===== src/core/agu_params.svh =====
// Purpose: constants of the address generation unit
// Assumes: 4-bit data path, 10-bit ROM words, 14-bit program counter
// Notes: offsets are register-port addresses
// Function
// [RL1] ROM words are ten bits wide
// [RL2] indirect address is word, column, row concatenated
// [RL3] region 090-25F uses the bank register
// [RL4] direct RAM address comes from second word
// [RL5] scratch registers live at 040-04F
// [RL6] long jumps load all fourteen counter bits
// [RL7] 64 pages of 256 words
// [RL8] in-page jump replaces low eight bits
// [RL9] page-end jump lands in next page
// [RL10] zero-page call clears upper eight bits
// [RL11] table jump uses immediate, accumulator, B
// [RL12] table-reference bit 8 loads accumulator and B
// [RL13] bit 9 loads both port latches
// [RL14] table-reference advances counter normally only
// [RL15] counter advances per word across pages
`ifndef AGU_PARAMS_SVH
`define AGU_PARAMS_SVH

// register port offsets
`define AGU_OFF_BANK 10'h03F
`define AGU_OFF_PC0 10'h3F0
`define AGU_OFF_PC1 10'h3F1
`define AGU_OFF_PC2 10'h3F2
`define AGU_OFF_PC3 10'h3F3
`define AGU_OFF_PORT1 10'h3F5
`define AGU_OFF_PORT2 10'h3F6
`define AGU_OFF_STAT 10'h3F7

// reset values
`define AGU_RST_BANK 4'h0
`define AGU_RST_PC 14'h0000

// banked RAM window and scratch area
`define AGU_BANK_LO 10'h090
`define AGU_BANK_HI 10'h25F
`define AGU_SCR_BASE 6'h04

// field positions of a referenced ROM word
`define AGU_TREF_ACC_BIT 8
`define AGU_TREF_PORT_BIT 9

// ROM geometry
`define AGU_PAGE_BITS 8
`define AGU_PAGES 64

`endif


===== src/core/agu_pkg.sv =====
// Purpose: types of the address generation unit
// Assumes: used with agu_params.svh
// Notes: operation classes come from the core's opcode decoder
package agu_pkg;

    // operation class of the instruction being executed
    typedef enum logic [3:0] {
        AGU_OP_SEQ,
        AGU_OP_LONG_JUMP,
        AGU_OP_LONG_BRANCH,
        AGU_OP_CALL,
        AGU_OP_IN_PAGE,
        AGU_OP_ZERO_CALL,
        AGU_OP_TABLE_JUMP,
        AGU_OP_TABLE_REF,
        AGU_OP_RAM_IND,
        AGU_OP_RAM_DIR,
        AGU_OP_SCR_LOAD,
        AGU_OP_SCR_SWAP
    } agu_op_t;

    // sequencer state
    typedef enum logic [0:0] {
        AGU_IDLE,
        AGU_TREAD
    } agu_state_t;

endpackage


===== src/core/agu_top.sv =====
// Purpose: RAM operand and program counter address generation
// Assumes: the core presents one decoded instruction per step handshake
// Notes: table reference stalls the step port for one cycle
//
// Local design decision: the address-and-strobe port.
`include "agu_params.svh"
`timescale 1ns/1ps
`default_nettype none

module agu_top #(
    parameter int WORD_W = 10,
    parameter int PC_W = 14,
    parameter int RAM_W = 10
) (
    // clock and reset
    input wire logic core_clk,
    input wire logic rst_b,
    // instruction step from the decoder
    input wire logic stepValid,
    output logic stepReady,
    input wire agu_pkg::agu_op_t stepOp,
    input wire logic [WORD_W-1:0] stepWordOne,
    input wire logic [WORD_W-1:0] stepWordTwo,
    // operand sources
    input wire logic [3:0] accIn,
    input wire logic [3:0] bIn,
    input wire logic [1:0] wordIdx,
    input wire logic [3:0] colIdx,
    input wire logic [3:0] rowIdx,
    // program counter
    output logic [PC_W-1:0] programCounter,
    output logic [PC_W-1:0] returnAddr,
    output logic callPush,
    // RAM operand address
    output logic [RAM_W-1:0] ramAddr,
    output logic [3:0] ramBank,
    output logic ramStrobe,
    output logic ramSwap,
    // table ROM read port, data in the same cycle as the request
    output logic [PC_W-1:0] tableAddr,
    output logic tableRead,
    input wire logic [WORD_W-1:0] tableData,
    // table-reference destinations
    output logic [3:0] accOut,
    output logic [3:0] bOut,
    output logic accLoad,
    output logic [3:0] portLatchOne,
    output logic [3:0] portLatchTwo,
    output logic portLoad,
    // register port
    input wire logic [RAM_W-1:0] regAddr,
    input wire logic [3:0] regWrData,
    input wire logic regWr,
    input wire logic regRd,
    output logic [3:0] regRdData
);

    // state
    agu_pkg::agu_state_t state_r;
    agu_pkg::agu_state_t state_nxt;
    logic [PC_W-1:0] pc_r; // address of the next instruction
    logic [PC_W-1:0] pc_nxt;
    logic [3:0] bank_r; // ram_bank_select
    logic [RAM_W-1:0] ramAddr_r;
    logic [RAM_W-1:0] ramAddr_nxt;
    logic [3:0] ramBank_r;
    logic ramStrobe_r;
    logic ramSwap_r;
    logic [PC_W-1:0] retAddr_r;
    logic callPush_r;
    logic [PC_W-1:0] tableAddr_r;
    logic tableRead_r;
    logic [3:0] rdData_r;

    // decode helpers
    logic stepFire; // a step is taken this cycle
    logic twoWord; // instruction occupies two program words
    logic ramOp; // instruction addresses RAM
    logic [PC_W-1:0] pcPlusOne;
    logic [PC_W-1:0] pcSeq;
    logic [PC_W-1:0] longImm;
    logic [PC_W-1:0] tableTarget;
    logic inBankWin;

    // handshake: stall only while table data is awaited
    assign stepReady = (state_r == agu_pkg::AGU_IDLE);
    assign stepFire = stepValid && stepReady;

    // two-word forms carry their immediate in the second word
    always_comb begin
        case (stepOp)
            agu_pkg::AGU_OP_LONG_JUMP,
            agu_pkg::AGU_OP_LONG_BRANCH,
            agu_pkg::AGU_OP_CALL,
            agu_pkg::AGU_OP_RAM_DIR: begin
                twoWord = 1'b1; // RL4
            end
            default: begin
                twoWord = 1'b0;
            end
        endcase
    end

    // sequential advance, carry ripples into the page bits
    assign pcPlusOne = pc_r + 1'b1; // RL15
    assign pcSeq = twoWord ? pc_r + 2'd2 : pcPlusOne; // RL15

    // fourteen-bit immediate: four bits of word one, ten of word two
    assign longImm = {stepWordOne[3:0], stepWordTwo}; // RL6

    // table address: page top bits zero, then immediate, acc, B
    assign tableTarget = {2'b00, stepWordOne[3:0], accIn, bIn}; // RL11

    // program counter next value
    always_comb begin
        pc_nxt = pc_r;
        if (stepFire) begin
            case (stepOp)
                agu_pkg::AGU_OP_LONG_JUMP,
                agu_pkg::AGU_OP_LONG_BRANCH,
                agu_pkg::AGU_OP_CALL: begin
                    pc_nxt = longImm; // RL6
                end
                agu_pkg::AGU_OP_IN_PAGE: begin
                    // page taken from the already-advanced counter, so a
                    // jump at the last word of a page lands one page on
                    pc_nxt = {pcPlusOne[PC_W-1:`AGU_PAGE_BITS],
                              stepWordOne[7:0]}; // RL8 RL9 RL7
                end
                agu_pkg::AGU_OP_ZERO_CALL: begin
                    pc_nxt = {8'h00, stepWordOne[5:0]}; // RL10
                end
                agu_pkg::AGU_OP_TABLE_JUMP: begin
                    pc_nxt = tableTarget; // RL11
                end
                agu_pkg::AGU_OP_TABLE_REF: begin
                    pc_nxt = pcSeq; // RL14
                end
                default: begin
                    pc_nxt = pcSeq; // RL15
                end
            endcase
        end
    end

    // program counter register
    always_ff @(posedge core_clk or negedge rst_b) begin
        if (!rst_b) begin
            pc_r <= `AGU_RST_PC;
        end else begin
            pc_r <= pc_nxt;
        end
    end

    // return address for the core's stack on both call forms
    always_ff @(posedge core_clk or negedge rst_b) begin
        if (!rst_b) begin
            retAddr_r <= `AGU_RST_PC;
            callPush_r <= 1'b0;
        end else begin
            callPush_r <= stepFire && (stepOp == agu_pkg::AGU_OP_CALL ||
                                       stepOp == agu_pkg::AGU_OP_ZERO_CALL);
            if (stepFire) begin
                retAddr_r <= pcSeq;
            end
        end
    end

    // RAM address selection
    always_comb begin
        ramAddr_nxt = ramAddr_r;
        ramOp = 1'b0;
        case (stepOp)
            agu_pkg::AGU_OP_RAM_IND: begin
                ramAddr_nxt = {wordIdx, colIdx, rowIdx}; // RL2
                ramOp = 1'b1;
            end
            agu_pkg::AGU_OP_RAM_DIR: begin
                ramAddr_nxt = stepWordTwo; // RL4
                ramOp = 1'b1;
            end
            agu_pkg::AGU_OP_SCR_LOAD,
            agu_pkg::AGU_OP_SCR_SWAP: begin
                ramAddr_nxt = {`AGU_SCR_BASE, stepWordOne[3:0]}; // RL5
                ramOp = 1'b1;
            end
            default: begin
                ramOp = 1'b0;
            end
        endcase
    end

    // banked window check on the address about to be issued
    assign inBankWin = (ramAddr_nxt >= `AGU_BANK_LO) &&
                       (ramAddr_nxt <= `AGU_BANK_HI); // RL3

    // RAM address, bank and strobe; outside the window bank 0 is used
    always_ff @(posedge core_clk or negedge rst_b) begin
        if (!rst_b) begin
            ramAddr_r <= '0;
            ramBank_r <= 4'h0;
            ramStrobe_r <= 1'b0;
            ramSwap_r <= 1'b0;
        end else begin
            ramStrobe_r <= stepFire && ramOp;
            ramSwap_r <= stepFire && (stepOp == agu_pkg::AGU_OP_SCR_SWAP);
            if (stepFire && ramOp) begin
                ramAddr_r <= ramAddr_nxt;
                ramBank_r <= inBankWin ? bank_r : 4'h0; // RL3
            end
        end
    end

    // table-reference sequencer: request, then capture the returned word
    always_comb begin
        state_nxt = state_r;
        case (state_r)
            agu_pkg::AGU_IDLE: begin
                if (stepFire && stepOp == agu_pkg::AGU_OP_TABLE_REF) begin
                    state_nxt = agu_pkg::AGU_TREAD;
                end
            end
            agu_pkg::AGU_TREAD: begin
                state_nxt = agu_pkg::AGU_IDLE;
            end
            default: begin
                state_nxt = agu_pkg::AGU_IDLE;
            end
        endcase
    end

    // sequencer state register
    always_ff @(posedge core_clk or negedge rst_b) begin
        if (!rst_b) begin
            state_r <= agu_pkg::AGU_IDLE;
        end else begin
            state_r <= state_nxt;
        end
    end

    // table read request, addressed as in table jumping
    always_ff @(posedge core_clk or negedge rst_b) begin
        if (!rst_b) begin
            tableAddr_r <= '0;
            tableRead_r <= 1'b0;
        end else begin
            tableRead_r <= stepFire && (stepOp == agu_pkg::AGU_OP_TABLE_REF);
            if (stepFire && stepOp == agu_pkg::AGU_OP_TABLE_REF) begin
                tableAddr_r <= tableTarget; // RL12
            end
        end
    end

    // destination latches; the word is ten bits wide throughout
    agu_table_ref #(
        .WORD_W(WORD_W)
    ) u_tref (
        .core_clk(core_clk),
        .rst_b(rst_b),
        .capture(state_r == agu_pkg::AGU_TREAD && tableRead_r), // RL1
        .romWord(tableData),
        .accOut(accOut),
        .bOut(bOut),
        .accLoad(accLoad),
        .portOne(portLatchOne),
        .portTwo(portLatchTwo),
        .portLoad(portLoad)
    );

    // bank register write
    always_ff @(posedge core_clk or negedge rst_b) begin
        if (!rst_b) begin
            bank_r <= `AGU_RST_BANK;
        end else if (regWr && regAddr == `AGU_OFF_BANK) begin
            bank_r <= regWrData; // RL3
        end
    end

    // read mux, data valid the cycle after the strobe; unmapped reads zero
    always_ff @(posedge core_clk or negedge rst_b) begin
        if (!rst_b) begin
            rdData_r <= 4'h0;
        end else if (regRd) begin
            case (regAddr)
                `AGU_OFF_BANK: begin
                    rdData_r <= bank_r;
                end
                `AGU_OFF_PC0: begin
                    rdData_r <= pc_r[3:0];
                end
                `AGU_OFF_PC1: begin
                    rdData_r <= pc_r[7:4];
                end
                `AGU_OFF_PC2: begin
                    rdData_r <= pc_r[11:8];
                end
                `AGU_OFF_PC3: begin
                    rdData_r <= {2'b00, pc_r[13:12]};
                end
                `AGU_OFF_PORT1: begin
                    rdData_r <= portLatchOne;
                end
                `AGU_OFF_PORT2: begin
                    rdData_r <= portLatchTwo;
                end
                `AGU_OFF_STAT: begin
                    // busy while table data is awaited
                    rdData_r <= {3'b000, state_r == agu_pkg::AGU_TREAD};
                end
                default: begin
                    rdData_r <= 4'h0;
                end
            endcase
        end else begin
            // data stands only in the cycle after the read strobe
            rdData_r <= 4'h0;
        end
    end

    // outputs
    assign programCounter = pc_r;
    assign returnAddr = retAddr_r;
    assign callPush = callPush_r;
    assign ramAddr = ramAddr_r;
    assign ramBank = ramBank_r;
    assign ramStrobe = ramStrobe_r;
    assign ramSwap = ramSwap_r;
    assign tableAddr = tableAddr_r;
    assign tableRead = tableRead_r;
    assign regRdData = rdData_r;

endmodule

`default_nettype wire


===== src/core/agu_table_ref.sv =====
// Purpose: destination latches of the table-reference instruction
// Assumes: romWord is valid in the cycle that capture is high
// Notes: both destinations may load in one operation
`include "agu_params.svh"
`timescale 1ns/1ps
`default_nettype none

module agu_table_ref #(
    parameter int WORD_W = 10
) (
    // clock and reset
    input wire logic core_clk,
    input wire logic rst_b,
    // ROM data
    input wire logic capture,
    input wire logic [WORD_W-1:0] romWord,
    // accumulator and B destination
    output logic [3:0] accOut,
    output logic [3:0] bOut,
    output logic accLoad,
    // port latches
    output logic [3:0] portOne,
    output logic [3:0] portTwo,
    output logic portLoad
);

    // flag bits of the referenced word
    logic toAcc;
    logic toPort;

    assign toAcc = romWord[`AGU_TREF_ACC_BIT];
    assign toPort = romWord[`AGU_TREF_PORT_BIT];

    // accumulator and B copy, with a one-cycle load pulse for the core
    always_ff @(posedge core_clk or negedge rst_b) begin
        if (!rst_b) begin
            accOut <= 4'h0;
            bOut <= 4'h0;
            accLoad <= 1'b0;
        end else begin
            accLoad <= capture && toAcc; // RL12
            if (capture && toAcc) begin
                // low nibble to B, next nibble to the accumulator
                bOut <= romWord[3:0]; // RL12
                accOut <= romWord[7:4]; // RL12
            end
        end
    end

    // port output latches hold their value until the next load
    always_ff @(posedge core_clk or negedge rst_b) begin
        if (!rst_b) begin
            portOne <= 4'h0;
            portTwo <= 4'h0;
            portLoad <= 1'b0;
        end else begin
            portLoad <= capture && toPort; // RL13
            if (capture && toPort) begin
                // independent of toAcc, so both may load together
                portOne <= romWord[3:0]; // RL13
                portTwo <= romWord[7:4]; // RL13
            end
        end
    end

endmodule

`default_nettype wire


===== config.mk =====
export PLATFORM = sky130hd
export DESIGN_NAME = agu_top
export DESIGN_NICKNAME = d
export VERILOG_FILES = /design/src/core/agu_pkg.sv /design/src/core/agu_top.sv /design/src/core/agu_table_ref.sv
export VERILOG_INCLUDE_DIRS = /design/src /design/src/core
export SDC_FILE = /design/constraint.sdc
export NUM_CORES = 1
export LEC_CHECK = 0
export BUFFER_PORTS_ARGS = -buffer_cell sky130_fd_sc_hd__buf_2
export CAP_MARGIN = 30
export CORE_ASPECT_RATIO = 1.2
export CORE_MARGIN = 2
export CORE_UTILIZATION = 51
export CTS_CLUSTER_DIAMETER = 120
export DETAILED_ROUTE_END_ITERATION = 10
export PLACE_DENSITY = 0.81
export REMOVE_ABC_BUFFERS = 1
export SETUP_SLACK_MARGIN = 0.05
export SYNTH_ARGS = -nofsm -noshare
export SYNTH_HDL_FRONTEND = slang
export SYNTH_SLANG_ARGS = --single-unit

===== constraint.sdc =====
create_clock -name core_clk -period 2.4 [get_ports core_clk]
set_input_delay 0.12 -clock core_clk [delete_from_list [all_inputs] [get_ports core_clk]]
set_output_delay 0.12 -clock core_clk [all_outputs]
set_load 0.01 [all_outputs]

==> flow_metrics.tcl <==
set metrics [dict create \
    grt_antenna_before_repair 0 \
    cts-root-buf "clkbuf_8" \
    port-buffer-count 149 \
    cts.reportedPaths.clkPinSlew_ps 90 \
    fin_crit_sh 0.886 \
    p_total_mw 3.93 \
    hold_viol 0 \
    status "finished, final reports clean" \
    antenna_cells 0 \
    clkLatencyLatePin_ps 370 \
    hold_class "input port to flip-flop" \
    fin_crit_ps 2130 \
    dr.pass1.iters 7 \
    cts_max_level 3 \
    path_max_fanout 8 \
    ys_types 66 \
    ioPinCount 154 \
    gp_congestion 0.934 \
    post-dp-hpwl_um 9870 \
    yosysTopAreaCellShare 0.460 \
    min_to "tableAddr[0]" \
    setup_viol 0 \
    slew_headroom 0.465 \
    leakage_nw 2.78 \
    critical_path_class "flip-flop to flip-flop" \
    rsz0062_at_grt "false" \
    drt-initial-drc-count 347 \
    critPathArrivalTime_ps 2380 \
    drc 0 \
    synth-async-reset-ratio 1.00 \
    min-delay-start "bIn[0]" \
    grt_max_degree 86 \
    drv_cap 0 \
    postRouteAntennaNets 0 \
    yosysSeqAreaShare 0.460 \
    start_util 0.517 \
    cts_resized 0 \
    ys_warn_count 0 \
    synth_edf_count 0 \
    dieWidth_um 90.9 \
    ff2ff_path_depth 6 \
    final_area_um2 5840 \
    ys.flop_type "dfrtp_1" \
    timing.rr.end "programCounter[10]" \
    worst_slew_pin_slew_ps 799 \
    final.setup_skew_ps 9.28 \
    synth_most_common_cell "dfrtp_1" \
    slew_violations 0 \
    n_fill_cell 746 \
    powerDensity_nw_per_um2 673 \
    yosysTopAreaCell "dfrtp_1" \
    max_freq_ghz 0.470 \
    fp.dieArea_um2 9850 \
    start_kind "flip-flop" \
    rrSetupSlack_ps 270 \
    die_h_um 108 \
    grt_usage 0.277 \
    syn_to_final_growth_pct 26.3 \
    rows 38 \
    finish.net_count 692 \
    power.ir.vdd_worst_uv 381 \
    totalWireLength_um 13500 \
    drive_gt1_frac 0.359 \
    grt_pass1_vias 4161 \
    grt_first_pass_wirelength_um 21300 \
    netlist_top_cells_count "dfrtp_1 (85), nand2_1 (48), mux2_2 (36), o21ai_0 (35), nor2_1 (27)" \
    routed_via_density 5.85 \
    overflow 0 \
    required_ps 2650 \
    postSynthAreaPerCell_um2 9.96 \
    clockBufferDepth 2 \
    synthTopCellsByArea "dfrtp_1 (46%), mux2_2 (8.8%), nand2_1 (3.9%)" \
    post_dp_cell_area_um2 5490 \
    cts_buffers 9 \
    core-area_um2 8940 \
    num_vias 4354 \
    clock-sinks 85 \
    tritoncts "built" \
    syn_area_um2 4620 \
    min_path_cells 2 \
    crit_path_end_kind "flip-flop" \
    multi_input_area_um2 2320 \
    ys_ff_latch 85 \
    regArea_um2 2130 \
    wire_per_inst_um 18.2 \
    fin_util 0.653 \
    reg2reg_from "programCounter[1]" \
    synthCells 464 \
]
==> stage by stage <==
step / TNS (ps) / cells / setup WS (ps) / hold WS, ps
CTS: 0 / 741 / 284 / 2.77
finish: 0 / 744 / 274 / 3.78
detailed placement: 0 / 714 / 308 / 188
floorplan: -4040 / 433 / -335 / -176
global placement: 0 / 714 / 372 / 185
global route: 0 / 744 / 121 / 1.94
==> report_power, final <==
part / internal (mW) / switching, mW / total, mW / leakage (nW)
combinational: 0.465 / 0.561 / 1.03 / 1.57
clock: 0.544 / 0.531 / 1.08 / 0.103
sequential: 1.62 / 0.205 / 1.83 / 1.11
total: 2.63 / 1.30 / 3.93 / 2.78
==> how the worst max path moves through the flow <==
stage                            startpoint            endpoint  slack, ps  cells past startpoint
after detailed placement  programCounter[1]  programCounter[10]        310                      6
after global routing      programCounter[1]  programCounter[10]        120                      6
after global placement    programCounter[1]  programCounter[10]        370                      6
after CTS                 programCounter[1]  programCounter[10]        280                      6
final                     programCounter[1]  programCounter[10]        270                      6
after floorplan                     state_r        tableAddr[0]       -330                      3
==> layout make-up <==
| type | count | area share |
|---|---|---|
| inverters | 11 | 0.00707 |
| well taps | 120 | 0.0257 |
| multi-input cells | 337 | 0.397 |
| repair buffers | 175 | 0.170 |
| flip-flops and latches | 85 | 0.364 |
| clock inverters | 4 | 0.00943 |
| clock buffers | 12 | 0.0266 |
==> layout by cell type (no fill, tap or decap), drive strengths merged, types with 4 or more instances in the layout <==
| master | netlist | routed |
|---|---|---|
| a211oi | 4 | 4 |
| a21oi | 16 | 16 |
| a222oi | 14 | 14 |
| and3 | 6 | 6 |
| buf | 11 | 161 |
| clkbuf | 21 | 12 |
| dfrtp | 85 | 85 |
| dlygate4sd3 | 0 | 14 |
| inv | 11 | 12 |
| mux2 | 37 | 37 |
| mux2i | 10 | 10 |
| nand2 | 48 | 48 |
| nand2b | 5 | 5 |
| nand3 | 10 | 10 |
| nand3b | 4 | 4 |
| nor2 | 27 | 27 |
| nor3 | 17 | 17 |
| nor3b | 4 | 4 |
| nor4 | 8 | 8 |
| o211ai | 8 | 8 |
| o21ai | 39 | 39 |
| o31a | 4 | 4 |
| or3 | 4 | 4 |
| xnor2 | 14 | 14 |
| xor2 | 4 | 4 |
==> what timing repair did <==
action | 4_1_cts | 5_1_grt
endpoints found under the hold margin | 96 | 3
buffers inserted | 0 | 0
hold buffers | 11 | 3
==> registers in the layout, indices dropped and copies added (netlist names) <==
signal	cells
programCounter	14
returnAddr	14
tableAddr	12
ramAddr	10
bank_r	4
ramBank	4
regRdData	4
u_tref.accOut	4
u_tref.bOut	4
u_tref.portOne	4
u_tref.portTwo	4
callPush	1
ramStrobe	1
ramSwap	1
state_r	1
tableRead	1
u_tref.accLoad	1
u_tref.portLoad	1
==> metal layers <==
layer  vias up  GRT usage  share of wire
met4         0      0.122          0.028
met3        30     0.0341          0.045
met2       179      0.495           0.52
li1       2043          -              -
met1      2102      0.339           0.41
met5         -          0              0
==> kinds of logic (layout without fill, tap and decap cells) <==
kind of cell / Yosys count / count (layout) / synth area share
adder cells (fa/ha/maj): 2 / 2 / 0.00541
AND/OR/NAND/NOR: 147 / 147 / 0.162
multiplexers: 47 / 47 / 0.113
flip-flops: 85 / 85 / 0.460
other: 1 / 2 / 0.000811
buffers and inverters: 43 / 202 / 0.0403
XOR/XNOR: 18 / 18 / 0.0341
AO/OA/AOI/OAI: 121 / 121 / 0.185
==> critical path, cell delays in order (launching register included) <==
cell and delay, ps:
dfrtp_1 490, ha_1 240, nand3_1 190, a21oi_2 340, nor2_1 140, o311a_1 380
a211o_1 230
Note: power is estimated with default switching activity, not from simulation.
